==> src/logic/vrdc_regs.svh <==
// register offsets, record layouts and constants of the product-data checker
`ifndef VRDC_REGS_SVH
`define VRDC_REGS_SVH

// register byte offsets
`define VRDC_OFF_CTRL      8'h00
`define VRDC_OFF_STATUS    8'h04
`define VRDC_OFF_CRC_POS   8'h08
`define VRDC_OFF_CRC_CALC  8'h0c
`define VRDC_OFF_CRC_STORE 8'h10
`define VRDC_OFF_SUM       8'h14
`define VRDC_OFF_OPT       8'h18
`define VRDC_OFF_FL_ID     8'h1c
`define VRDC_OFF_FL_GEO    8'h20
`define VRDC_OFF_FL_MISC   8'h24
`define VRDC_OFF_FL_DEC    8'h28
`define VRDC_OFF_CA_ID     8'h2c
`define VRDC_OFF_CA_RAW    8'h30
`define VRDC_OFF_CA_DEC    8'h34
`define VRDC_OFF_REV       8'h38
`define VRDC_OFF_REV_CNT   8'h3c

// control bit positions
`define VRDC_CTRL_START    3
`define VRDC_CTRL_REV_CLR  4

// record lengths kept, in bytes
`define VRDC_OPT_BYTES     16'h0008
`define VRDC_FL_BYTES      16'h000c
`define VRDC_CA_BYTES      16'h000f
`define VRDC_REV_BYTES     16'h0004
`define VRDC_CRC_BYTES     16'h0004

// option bit numbers, bit 0 is the top bit of byte 0
`define VRDC_OPT_FEAT_LO   28
`define VRDC_OPT_SLOT_LO   48

// field offsets inside records, code limits and the undefined id
`define VRDC_FL_BANK       9
`define VRDC_FL_SIZE       11
`define VRDC_CA_TYPE       8
`define VRDC_CA_POLICY     10
`define VRDC_CA_PROT       11
`define VRDC_CA_SIZE       12
`define VRDC_CA_BSIDE      13
`define VRDC_CA_RATIO      14
`define VRDC_FL_SIZE_MAX   8'h05
`define VRDC_CA_SIZE_MAX   8'h04
`define VRDC_RATIO_MAX     8'h05
`define VRDC_UNDEF_ID      16'hffff

// crc and checksum constants
`define VRDC_CRC_PRESET    32'hffffffff
`define VRDC_CRC_POLY      32'h04c11db6
`define VRDC_SUM_IDX       16'h003f

`endif

==> src/logic/vrdc_pkg.sv <==
// types shared by the product-data checker
package vrdc_pkg;

    // which record kind the byte stream carries
    typedef enum logic [2:0] {
        vrdc_mode_opts,
        vrdc_mode_flash,
        vrdc_mode_cache,
        vrdc_mode_rev,
        vrdc_mode_crc,
        vrdc_mode_sum
    } vrdc_mode_t;

    // engine states
    typedef enum logic [1:0] {
        vrdc_st_idle,
        vrdc_st_take,
        vrdc_st_shift,
        vrdc_st_final
    } vrdc_state_t;

endpackage : vrdc_pkg

==> src/logic/vrdc_top.sv <==
// product-data record decoder with crc and checksum checking
`timescale 1ns/1ps
`include "vrdc_regs.svh"
module vrdc_top (
    // clock and reset
    input  wire logic                 clk,
    input  wire logic                 rst,
    // register port
    input  wire logic [7:0]           addr,
    input  wire logic [31:0]          wdata,
    input  wire logic                 wr_stb,
    input  wire logic                 rd_stb,
    output logic      [31:0]          rdata_q,
    // byte stream from the memory reader
    input  wire logic                 in_valid,
    input  wire logic [7:0]           in_byte,
    input  wire logic                 in_last,
    output logic                      in_ready_q,
    // check results
    output logic                      done_q,
    output logic                      mismatch_q,
    output logic                      rev_bad_q
);
    import vrdc_pkg::*;
    // engine state
    vrdc_state_t         st_q, st_d;        // engine state
    vrdc_mode_t          mode_q, mode_d;    // record kind
    logic [15:0]         idx_q, idx_d;      // byte index in record
    logic [15:0]         pos_q, pos_d;      // crc packet data index
    logic [31:0]         crc_q, crc_d;      // running crc
    logic [31:0]         calc_q, calc_d;    // final computed crc
    logic [31:0]         sto_q, sto_d;      // stored crc
    logic [7:0]          sh_q, sh_d;        // byte being shifted
    logic [2:0]          bit_q, bit_d;      // bit counter
    logic                last_q, last_d;    // last byte seen
    logic [7:0]          sum_q, sum_d;      // running checksum
    logic [7:0]          ssto_q, ssto_d;    // stored checksum
    logic [7:0]          rcnt_q, rcnt_d;    // revision records seen
    logic [63:0]         op_q, op_d;        // option bits 0-63
    logic [7:0]          fl_q [0:11], fl_d [0:11];  // flash record
    logic [7:0]          ca_q [0:14], ca_d [0:14];  // cache record
    logic [7:0]          rv_q [0:3], rv_d [0:3];    // revision record
    logic [31:0]         rdata_d;           // read data next
    logic                ready_d, done_d;   // stream ready, done next
    logic                mism_d, rbad_d;    // mismatch, revision flag next
    logic                take;              // byte taken this cycle
    logic [31:0]         fin;               // reversed inverted crc
    logic [18:0]         feat;              // feature flags
    logic [3:0]          slots;             // module slot flags
    logic [31:0]         rd;                // read mux result
    // one bit step of the crc engine
    function automatic logic [31:0] crc_bit(input logic [31:0] c, input logic b);
        logic [31:0] n;
        n = {c[30:0], 1'b0};
        if (c[31] ^ b) begin
            n = (n ^ `VRDC_CRC_POLY) | 32'h00000001;
        end
        return n;
    endfunction : crc_bit
    // reverse the order of all bits
    function automatic logic [31:0] bit_rev(input logic [31:0] c);
        logic [31:0] r;
        r = 32'h0;
        for (int i = 0; i < 32; i++) begin
            r[i] = c[31 - i];
        end
        return r;
    endfunction : bit_rev
    // size code to kilobytes, zero when out of range
    function automatic logic [15:0] size_kb(input logic [7:0] c, input logic [7:0] mx);
        return (c <= mx) ? (16'h0100 << c[2:0]) : 16'h0000;
    endfunction : size_kb
    // code to one-hot over four values, zero when out of range
    function automatic logic [3:0] one_hot4(input logic [7:0] c);
        return (c < 8'h04) ? (4'h1 << c[1:0]) : 4'h0;
    endfunction : one_hot4
    // option flags, bit n sits at op_q[63-n]
    always_comb begin
        feat = 19'h0;
        slots = 4'h0;
        for (int i = 0; i < 19; i++) begin
            feat[i] = op_q[63 - `VRDC_OPT_FEAT_LO - i];
        end
        for (int i = 0; i < 4; i++) begin
            slots[i] = op_q[63 - `VRDC_OPT_SLOT_LO - i];
        end
    end
    // crc result after the last bit
    assign fin = bit_rev(crc_q) ^ `VRDC_CRC_PRESET;
    assign take = (st_q == vrdc_st_take) && in_valid;
    // register read mux
    always_comb begin
        rd = 32'h0;
        case (addr)
            `VRDC_OFF_CTRL:      rd = {29'h0, mode_q};
            `VRDC_OFF_STATUS:    rd = {29'h0, rev_bad_q, mismatch_q, st_q != vrdc_st_idle};
            `VRDC_OFF_CRC_POS:   rd = {16'h0, pos_q};
            `VRDC_OFF_CRC_CALC:  rd = calc_q;
            `VRDC_OFF_CRC_STORE: rd = sto_q;
            `VRDC_OFF_SUM:       rd = {16'h0, ssto_q, sum_q};
            // reserved option bits never reach here
            `VRDC_OFF_OPT:       rd = {9'h0, slots, feat};
            `VRDC_OFF_FL_ID:     rd = {fl_q[0], fl_q[1], fl_q[2], fl_q[3]};
            `VRDC_OFF_FL_GEO:    rd = {fl_q[4], fl_q[5], fl_q[6], fl_q[7]};
            `VRDC_OFF_FL_MISC:   rd = {fl_q[8], fl_q[9], fl_q[10], fl_q[11]};
            `VRDC_OFF_FL_DEC: begin
                // bank b, parallel program, undefined ids, size
                rd = {12'h0, fl_q[`VRDC_FL_BANK] == 8'h01,
                      fl_q[8] > fl_q[4],
                      {fl_q[2], fl_q[3]} == `VRDC_UNDEF_ID,
                      {fl_q[0], fl_q[1]} == `VRDC_UNDEF_ID,
                      size_kb(fl_q[`VRDC_FL_SIZE], `VRDC_FL_SIZE_MAX)};
            end
            `VRDC_OFF_CA_ID:     rd = {ca_q[0], ca_q[1], ca_q[2], ca_q[3]};
            `VRDC_OFF_CA_RAW: begin
                rd = {ca_q[`VRDC_CA_TYPE], ca_q[`VRDC_CA_POLICY],
                      ca_q[`VRDC_CA_PROT], ca_q[`VRDC_CA_SIZE]};
            end
            `VRDC_OFF_CA_DEC: begin
                // protection, policy, kind, ratio, topology, size
                rd = {3'(one_hot4(ca_q[`VRDC_CA_PROT])),
                      one_hot4(ca_q[`VRDC_CA_POLICY]),
                      3'(one_hot4(ca_q[`VRDC_CA_TYPE])),
                      (ca_q[`VRDC_CA_RATIO] != 8'h00 && ca_q[`VRDC_CA_RATIO] <= `VRDC_RATIO_MAX)
                          ? 3'(ca_q[`VRDC_CA_RATIO] + 8'h01) : 3'h0,
                      ca_q[`VRDC_CA_BSIDE] < 8'h04 && !ca_q[`VRDC_CA_BSIDE][1],
                      ca_q[`VRDC_CA_BSIDE] < 8'h04 && ca_q[`VRDC_CA_BSIDE][0],
                      ca_q[`VRDC_CA_BSIDE] < 8'h04 && !ca_q[`VRDC_CA_BSIDE][0],
                      size_kb(ca_q[`VRDC_CA_SIZE], `VRDC_CA_SIZE_MAX)};
            end
            `VRDC_OFF_REV:       rd = {rv_q[0], rv_q[1], rv_q[2], rv_q[3]};
            `VRDC_OFF_REV_CNT:   rd = {21'h0, 3'(one_hot4(rv_q[0])), rcnt_q};
            default:             rd = 32'h0;
        endcase
    end
    // next-state logic of the whole engine
    always_comb begin
        st_d   = st_q;
        mode_d = mode_q;
        idx_d  = idx_q;
        pos_d  = pos_q;
        crc_d  = crc_q;
        calc_d = calc_q;
        sto_d  = sto_q;
        sh_d   = sh_q;
        bit_d  = bit_q;
        last_d = last_q;
        sum_d  = sum_q;
        ssto_d = ssto_q;
        rcnt_d = rcnt_q;
        op_d   = op_q;
        fl_d   = fl_q;
        ca_d   = ca_q;
        rv_d   = rv_q;
        done_d = 1'b0;
        mism_d = mismatch_q;
        rdata_d = rd_stb ? rd : 32'h0;
        case (st_q)
            vrdc_st_idle: ; // wait for a start command
            vrdc_st_take: begin
                if (in_valid) begin
                    idx_d = idx_q + 16'h0001;
                    case (mode_q)
                        vrdc_mode_opts: begin
                            if (idx_q < `VRDC_OPT_BYTES) begin
                                op_d[8 * (7 - idx_q[2:0]) +: 8] = in_byte;
                            end
                        end
                        vrdc_mode_flash: begin
                            if (idx_q < `VRDC_FL_BYTES) begin
                                fl_d[idx_q[3:0]] = in_byte;
                            end
                        end
                        vrdc_mode_cache: begin
                            if (idx_q < `VRDC_CA_BYTES) begin
                                ca_d[idx_q[3:0]] = in_byte;
                            end
                        end
                        vrdc_mode_rev: begin
                            if (idx_q < `VRDC_REV_BYTES) begin
                                rv_d[idx_q[1:0]] = in_byte;
                            end
                            if (in_last && rcnt_q != 8'hff) begin
                                rcnt_d = rcnt_q + 8'h01;
                            end
                        end
                        vrdc_mode_crc: begin
                            st_d = vrdc_st_shift;
                            bit_d = 3'h0;
                            last_d = in_last;
                            if (idx_q >= pos_q && idx_q - pos_q < `VRDC_CRC_BYTES) begin
                                sh_d = 8'h00;
                                sto_d = {sto_q[23:0], in_byte};
                            end else begin
                                sh_d = in_byte;
                            end
                        end
                        vrdc_mode_sum: begin
                            if (idx_q < `VRDC_SUM_IDX) begin
                                sum_d = sum_q + in_byte;
                            end else begin
                                ssto_d = in_byte;
                                if (sum_q != in_byte) begin
                                    mism_d = 1'b1;
                                end
                                done_d = 1'b1;
                                st_d = vrdc_st_idle;
                            end
                        end
                        default: st_d = vrdc_st_idle; // unknown record kind
                    endcase
                    // every record but crc ends on its last byte
                    if (in_last && mode_q != vrdc_mode_crc && st_d == vrdc_st_take) begin
                        done_d = 1'b1;
                        st_d = vrdc_st_idle;
                    end
                end
            end
            vrdc_st_shift: begin
                // one bit per cycle, lsb first
                crc_d = crc_bit(crc_q, sh_q[0]);
                sh_d = {1'b0, sh_q[7:1]};
                bit_d = bit_q + 3'h1;
                if (bit_q == 3'h7) begin
                    st_d = last_q ? vrdc_st_final : vrdc_st_take;
                end
            end
            vrdc_st_final: begin
                calc_d = fin;
                if (fin != sto_q) begin
                    mism_d = 1'b1;
                end
                done_d = 1'b1;
                st_d = vrdc_st_idle;
            end
            default: st_d = vrdc_st_idle; // illegal state
        endcase
        // register writes win over the engine
        if (wr_stb) begin
            case (addr)
                `VRDC_OFF_CTRL: begin
                    mode_d = vrdc_mode_t'(wdata[2:0]);
                    if (wdata[`VRDC_CTRL_START]) begin
                        st_d = vrdc_st_take;
                        idx_d = 16'h0;
                        crc_d = `VRDC_CRC_PRESET;
                        sto_d = 32'h0;
                        sum_d = 8'h00;
                        last_d = 1'b0;
                    end
                    if (wdata[`VRDC_CTRL_REV_CLR]) begin
                        rcnt_d = 8'h00;
                    end
                end
                `VRDC_OFF_CRC_POS: begin
                    pos_d = wdata[15:0];
                end
                default: ; // read-only or unmapped
            endcase
        end
        rbad_d = rcnt_d != 8'h01;
        ready_d = st_d == vrdc_st_take;
    end
    // state registers
    always_ff @(posedge clk) begin
        if (rst) begin
            st_q       <= vrdc_st_idle;
            mode_q     <= vrdc_mode_opts;
            idx_q      <= 16'h0;
            pos_q      <= 16'h0;
            crc_q      <= `VRDC_CRC_PRESET;
            calc_q     <= 32'h0;
            sto_q      <= 32'h0;
            sh_q       <= 8'h00;
            bit_q      <= 3'h0;
            last_q     <= 1'b0;
            sum_q      <= 8'h00;
            ssto_q     <= 8'h00;
            rcnt_q     <= 8'h00;
            op_q       <= 64'h0;
            fl_q       <= '{default: 8'h00};
            ca_q       <= '{default: 8'h00};
            rv_q       <= '{default: 8'h00};
            rdata_q    <= 32'h0;
            in_ready_q <= 1'b0;
            done_q     <= 1'b0;
            mismatch_q <= 1'b0;
            rev_bad_q  <= 1'b1;
        end else begin
            st_q       <= st_d;
            mode_q     <= mode_d;
            idx_q      <= idx_d;
            pos_q      <= pos_d;
            crc_q      <= crc_d;
            calc_q     <= calc_d;
            sto_q      <= sto_d;
            sh_q       <= sh_d;
            bit_q      <= bit_d;
            last_q     <= last_d;
            sum_q      <= sum_d;
            ssto_q     <= ssto_d;
            rcnt_q     <= rcnt_d;
            op_q       <= op_d;
            fl_q       <= fl_d;
            ca_q       <= ca_d;
            rv_q       <= rv_d;
            rdata_q    <= rdata_d;
            in_ready_q <= ready_d;
            done_q     <= done_d;
            mismatch_q <= mism_d;
            rev_bad_q  <= rbad_d;
        end
    end
    // checks on the engine
    chk_done_one_cycle: assert property (@(posedge clk) disable iff (rst)
        done_q |=> !done_q) else $error("done held longer than one cycle");
    // the edge that applies reset starts no attempt, the flag may clear there
    chk_mismatch_sticky: assert property (@(posedge clk) disable iff (rst)
        (!rst && mismatch_q) |=> mismatch_q) else $error("mismatch flag dropped");
    chk_crc_eight_bits: assert property (@(posedge clk) disable iff (rst)
        (take && mode_q == vrdc_mode_crc && !wr_stb) |=> (st_q == vrdc_st_shift)[*8])
        else $error("crc byte not shifted for eight cycles");
    chk_crc_preset: assert property (@(posedge clk) disable iff (rst)
        (wr_stb && addr == `VRDC_OFF_CTRL && wdata[`VRDC_CTRL_START])
        |=> crc_q == `VRDC_CRC_PRESET) else $error("crc not preset on start");
    chk_crc_step_bit: assert property (@(posedge clk) disable iff (rst)
        (st_q == vrdc_st_shift && crc_q[31] != sh_q[0] && !wr_stb)
        |=> crc_q[0] && crc_q[31:1] == ($past(crc_q[30:0]) ^ 31'h0260_8edb))
        else $error("crc step wrong");
    chk_crc_final: assert property (@(posedge clk) disable iff (rst)
        (st_q == vrdc_st_final) |=> calc_q == ~bit_rev($past(crc_q)) && done_q)
        else $error("final crc wrong");
    chk_crc_zero_fill: assert property (@(posedge clk) disable iff (rst)
        (take && mode_q == vrdc_mode_crc && !wr_stb && idx_q >= pos_q
         && idx_q - pos_q < `VRDC_CRC_BYTES) |=> sh_q == 8'h00)
        else $error("crc packet byte not zeroed");
    chk_sum_compare: assert property (@(posedge clk) disable iff (rst)
        (take && mode_q == vrdc_mode_sum && idx_q == `VRDC_SUM_IDX && sum_q != in_byte)
        |=> mismatch_q && done_q) else $error("checksum mismatch missed");
    chk_rev_single: assert property (@(posedge clk) disable iff (rst)
        (rcnt_q == 8'h01) |-> !rev_bad_q) else $error("single revision record flagged");
endmodule : vrdc_top

==> config.mk <==
export PLATFORM = sky130hd
export DESIGN_NAME = vrdc_top
export DESIGN_NICKNAME = d
export VERILOG_FILES = /design/src/logic/vrdc_pkg.sv /design/src/logic/vrdc_top.sv
export VERILOG_INCLUDE_DIRS = /design/src /design/src/logic
export SDC_FILE = /design/constraint.sdc
export NUM_CORES = 1
export LEC_CHECK = 0
export ABC_CLOCK_PERIOD_IN_PS = 2970
export BUFFER_PORTS_ARGS = -buffer_cell sky130_fd_sc_hd__buf_4
export CORE_ASPECT_RATIO = 2
export CORE_MARGIN = 10
export CORE_UTILIZATION = 58
export CTS_BUF_LIST = sky130_fd_sc_hd__clkbuf_4
export DETAILED_ROUTE_END_ITERATION = 6
export PLACE_DENSITY = 0.85
export SLEW_MARGIN = 20
export SYNTH_ARGS = -nofsm -noshare
export SYNTH_HDL_FRONTEND = slang
export SYNTH_SLANG_ARGS = --single-unit
==> constraint.sdc <==
create_clock -name clk -period 2.97 [get_ports clk]
set_input_delay 0.297 -clock clk [delete_from_list [all_inputs] [get_ports clk]]
set_output_delay 0.297 -clock clk [all_outputs]
set_load 0.05 [all_outputs]
==> results.md <==
* Number of standard cells after synthesis at around 2400
* Reported max-cap violation count at 0
* Violations in the final reports: design-rule violations
* Hold path depth at 5
* Maximum number of pins on one net before global-route repair at 152
* Req. time, crit path at around 3.7 ns
* Worst-path maximum fanout at 8
* Post-route worst setup slack at ~0.017 ns
* Max Transition Viols Final at 0
* Reg2reg start: pos_q[13]$_SDFFE_PP0P_
* Via count of the first global-routing pass at between 20000 and 25000
* Hold WC Path Type: in -> reg
* Final hold vios at 0
* Largest vdd supply drop at approximately 0.00033 V
* Initial drt markers at 2811
* Final period util at 0.994
* Horizontal extent of the die at 151 um
* Area of the core region at about 34000 um^2
* Setup violations, final at 0
* First drt pass iteration count at 7
* Clock transition at the register clock pins on the worst setup and hold paths after CTS at around 0.070 ns
* Total detailed-routing wirelength at ~78000 um
* Post-synth cell types at 70
* # DRC at 20
* Actual transition at the worst max-transition pin at approximately 1.1 ns
* Number of vias per cell at 6.69
* Initial antenna violation count at 3
* Inserted Clock Buffers at 94
* Netlist area before placement at ~20000 um^2
* Hpwl dp at a little over 50000 um
* Global route total overflow at 0
* Total Die Area at around 43000 um^2
* Final worst hold slack at between 0.03 and 0.04 ns
* CTS tree: done
* Critical path start-end classification: reg -> reg
* Worst-case setup slack after placement at -0.107 ns
* Clock buffer depth at 3
* Post-synth net total at approximately 2500
* Shortest period the worst path allows at 2.95 ns
* Fill cell total of the finished layout at approximately 2800
* Fmax at 0.339 GHz
* Final setup skew at around 0.05 ns
* Detailed-route via count at around 21000
* Worst R2R Setup Slack at roughly 0.017 ns
* Power per cell area at roughly 470 nW/um^2
* Number of buffers added on ports at 73
* Endpoint of the worst-slack reg-to-reg timing path: sto_q[3]$_SDFF_PP0_
* Max H-tree Level at 3
* Proportion of layout cells with a drive suffix above 1 at 0.157
* Vertical die dimension at 282 um
* Number of placed I/O pins at 90
* Weighted congestion at the end of routability-driven global placement at between 1 and 1.5
* Routed wire per std cell at 25.3 um
* Leakage power total at approximately 8 nW
* Number of flops mapped to enable cells by yosys at 0
* R2R cell count at 13
* Final core utilization at 0.684
* Number of register bits inferred by synthesis at 436
* Num Clock Sinks at around 440
* Top_reg_cell synth: dfxtp_1
* Total design power at around 0.011 W
* Syn Area/Cell at roughly 8.2 um^2
* # rows at 96
* Root buf cell: clkbuf_4
* Area of all placed cells without fillers at between 20000 and 25000 um^2
* Net count, final at 2656
* Startpoint type of the worst setup path: flip-flop
* Share of flip-flops with an asynchronous set or reset at 0
* Yosys warning count at 0
* Critical Path AT at 3.69 ns
* Min-Delay Endpoint: sum_q[6]$_SDFF_PP0_
* Result of the run: finished, violations left
* Area growth syn-to-layout at 17.0%
* CP Capture Type: flip-flop
* Worst hold start: in_byte[6]
* Placed instance area at roughly 22000 um^2
* Part of the Yosys area used for sequential elements at 0.438
* Initial cell density of the core at 0.585
* Rel. slew slack at 0.281
* ANT nets after route at 0
* Total GRT Usage at 0.353
* Clock latency at the later pin of the worst-skew pair at 0.89 ns
* Global-route wire length before repair at ~110000 um
-- cell usage in the layout (no fill, tap or decap), drive strengths merged, types with 42 or more instances in the layout --
cell type and count:
a21oi 264, a22oi 62, buf 189, clkbuf 151
dfxtp 436, ha 42, mux2i 84, nand2 386
nand3 277, nor2 174, xnor2 60
-- synth_stat cells (all sizes together) (4+ instances only) --
master    n  area, um^2
inv      41         154
and4      4        35.0
buf      27         150
a21oi   264        1320
o211ai   17         128
o21ai    23         115
a221oi   39         342
dfxtp   436        8730
or3       9        61.3
xnor2    60         526
a22o     33         289
ha       42         526
or4       7        56.3
o22ai     8        50.1
nand2b    8        52.6
nand4    27         169
xor2     19         166
clkbuf  159         597
a22oi    62         465
a222oi   18         180
nor3     21         153
mux2i    84         841
nand2   386        1450
nand3b    9        80.1
nor2    174         661
nand3   277        1390
nor4     25         171
and3     15        93.8
a211oi   35         263
nor2b    10        62.6
a21o     13        97.6
a31oi    28         175
-- report_power, final --
part	total, W	switching, W	leakage, nW	internal [W]
Combinational	0.000380	0.000273	3.97	0.000108
Clock	0.00482	0.00240	0.736	0.00242
Sequential	0.00584	0.00000156	3.51	0.00584
Total	0.0110	0.00267	8.22	0.00837
-- routing by layer --
layer / wire length [um] / vias up / track usage
met1: 24300 / 9499 / 0.353
met4: 8720 / 2 / 0.337
li1: - / 8995 / -
met5: 13 / - / 0
met3: 8100 / 559 / 0.0942
met2: 36500 / 1461 / 0.575
-- through the flow --
stage / setup TNS [ns] / std cells
floorplan: 0 / 2424
global placement: -0.564 / 2864
detailed placement: -3.05 / 2864
CTS: 0 / 3063
global route: -0.172 / 3067
finish: 0 / 3068
-- cells by family after synthesis --
kind of cell,synth area share
AOI/OAI and AO/OA,0.185
and+or+nand+nor,0.228
muxes,0.0427
buffers and inverters,0.0452
DFF,0.438
adders and majority gates,0.0273
xor gates and xnor gates,0.0347
-- critical path, cell delays in order, from the launching register on --
cell,delay (ns)
dfxtp_1,0.39
inv_1,0.09
ha_1,0.29
buf_4,0.16
a21oi_1,0.20
nor2b_1,0.07
o21ai_0,0.41
o311ai_0,0.24
o211a_1,0.29
o2111ai_2,0.14
nor3_4,0.07
buf_12,0.18
clkbuf_16,0.18
mux2i_1,0.12
-- repair_timing --
item	4_1_cts	5_1_grt
hold buffers	34	0
pin swaps	6	10
buffers inserted	2	1
gates cloned	1	2
resized for setup	19	17
setup endpoints to repair	40	60
hold endpoints to repair	69	0
-- how the worst max path moves through the flow --
| stage | start | end | cells past startpoint | slack, ns |
|---|---|---|---|---|
| 6_report | pos_q[13]$_SDFFE_PP0P_ | sto_q[3]$_SDFF_PP0_ | 13 | 0.02 |
| 3_5_place_dp | pos_q[14]$_SDFFE_PP0P_ | sh_q[7]$_SDFFE_PP0P_ | 11 | -0.11 |
| 4_1_cts | pos_q[3]$_SDFFE_PP0P_ | sh_q[7]$_SDFFE_PP0P_ | 13 | 0.008 |
| 5_1_grt | idx_q[14]$_SDFF_PP0_ | fl_q[33]$_SDFFE_PP0P_ | 9 | -0.04 |
| 2_1_floorplan | idx_q[0]$_SDFF_PP0_ | sto_q[8]$_SDFF_PP0_ | 12 | 0.1 |
| 3_3_place_gp | pos_q[3]$_SDFFE_PP0P_ | sh_q[7]$_SDFFE_PP0P_ | 12 | -0.06 |
-- state kept, by name (all words and copies together), names as in the netlist, 23 cells and up --
name     count
op_q        23
ca_q        80
rv_q        32
crc_q       32
rdata_q     32
sto_q       32
fl_q        96
calc_q      32
-- area by class of cell --
cell class | instances | area (um^2) | share of cell area
multi-input cells | 1761 | 10500 | 0.450
well taps | 441 | 552 | 0.0236
diodes | 2 | 5.00 | 0.000214
repair buffers | 225 | 2160 | 0.0926
clock inverters | 13 | 104 | 0.00445
inverters | 41 | 154 | 0.00659
flip-flops and latches | 436 | 8740 | 0.374
clock buffers | 149 | 1120 | 0.0479
Note: power is estimated with default switching activity, not from simulation.
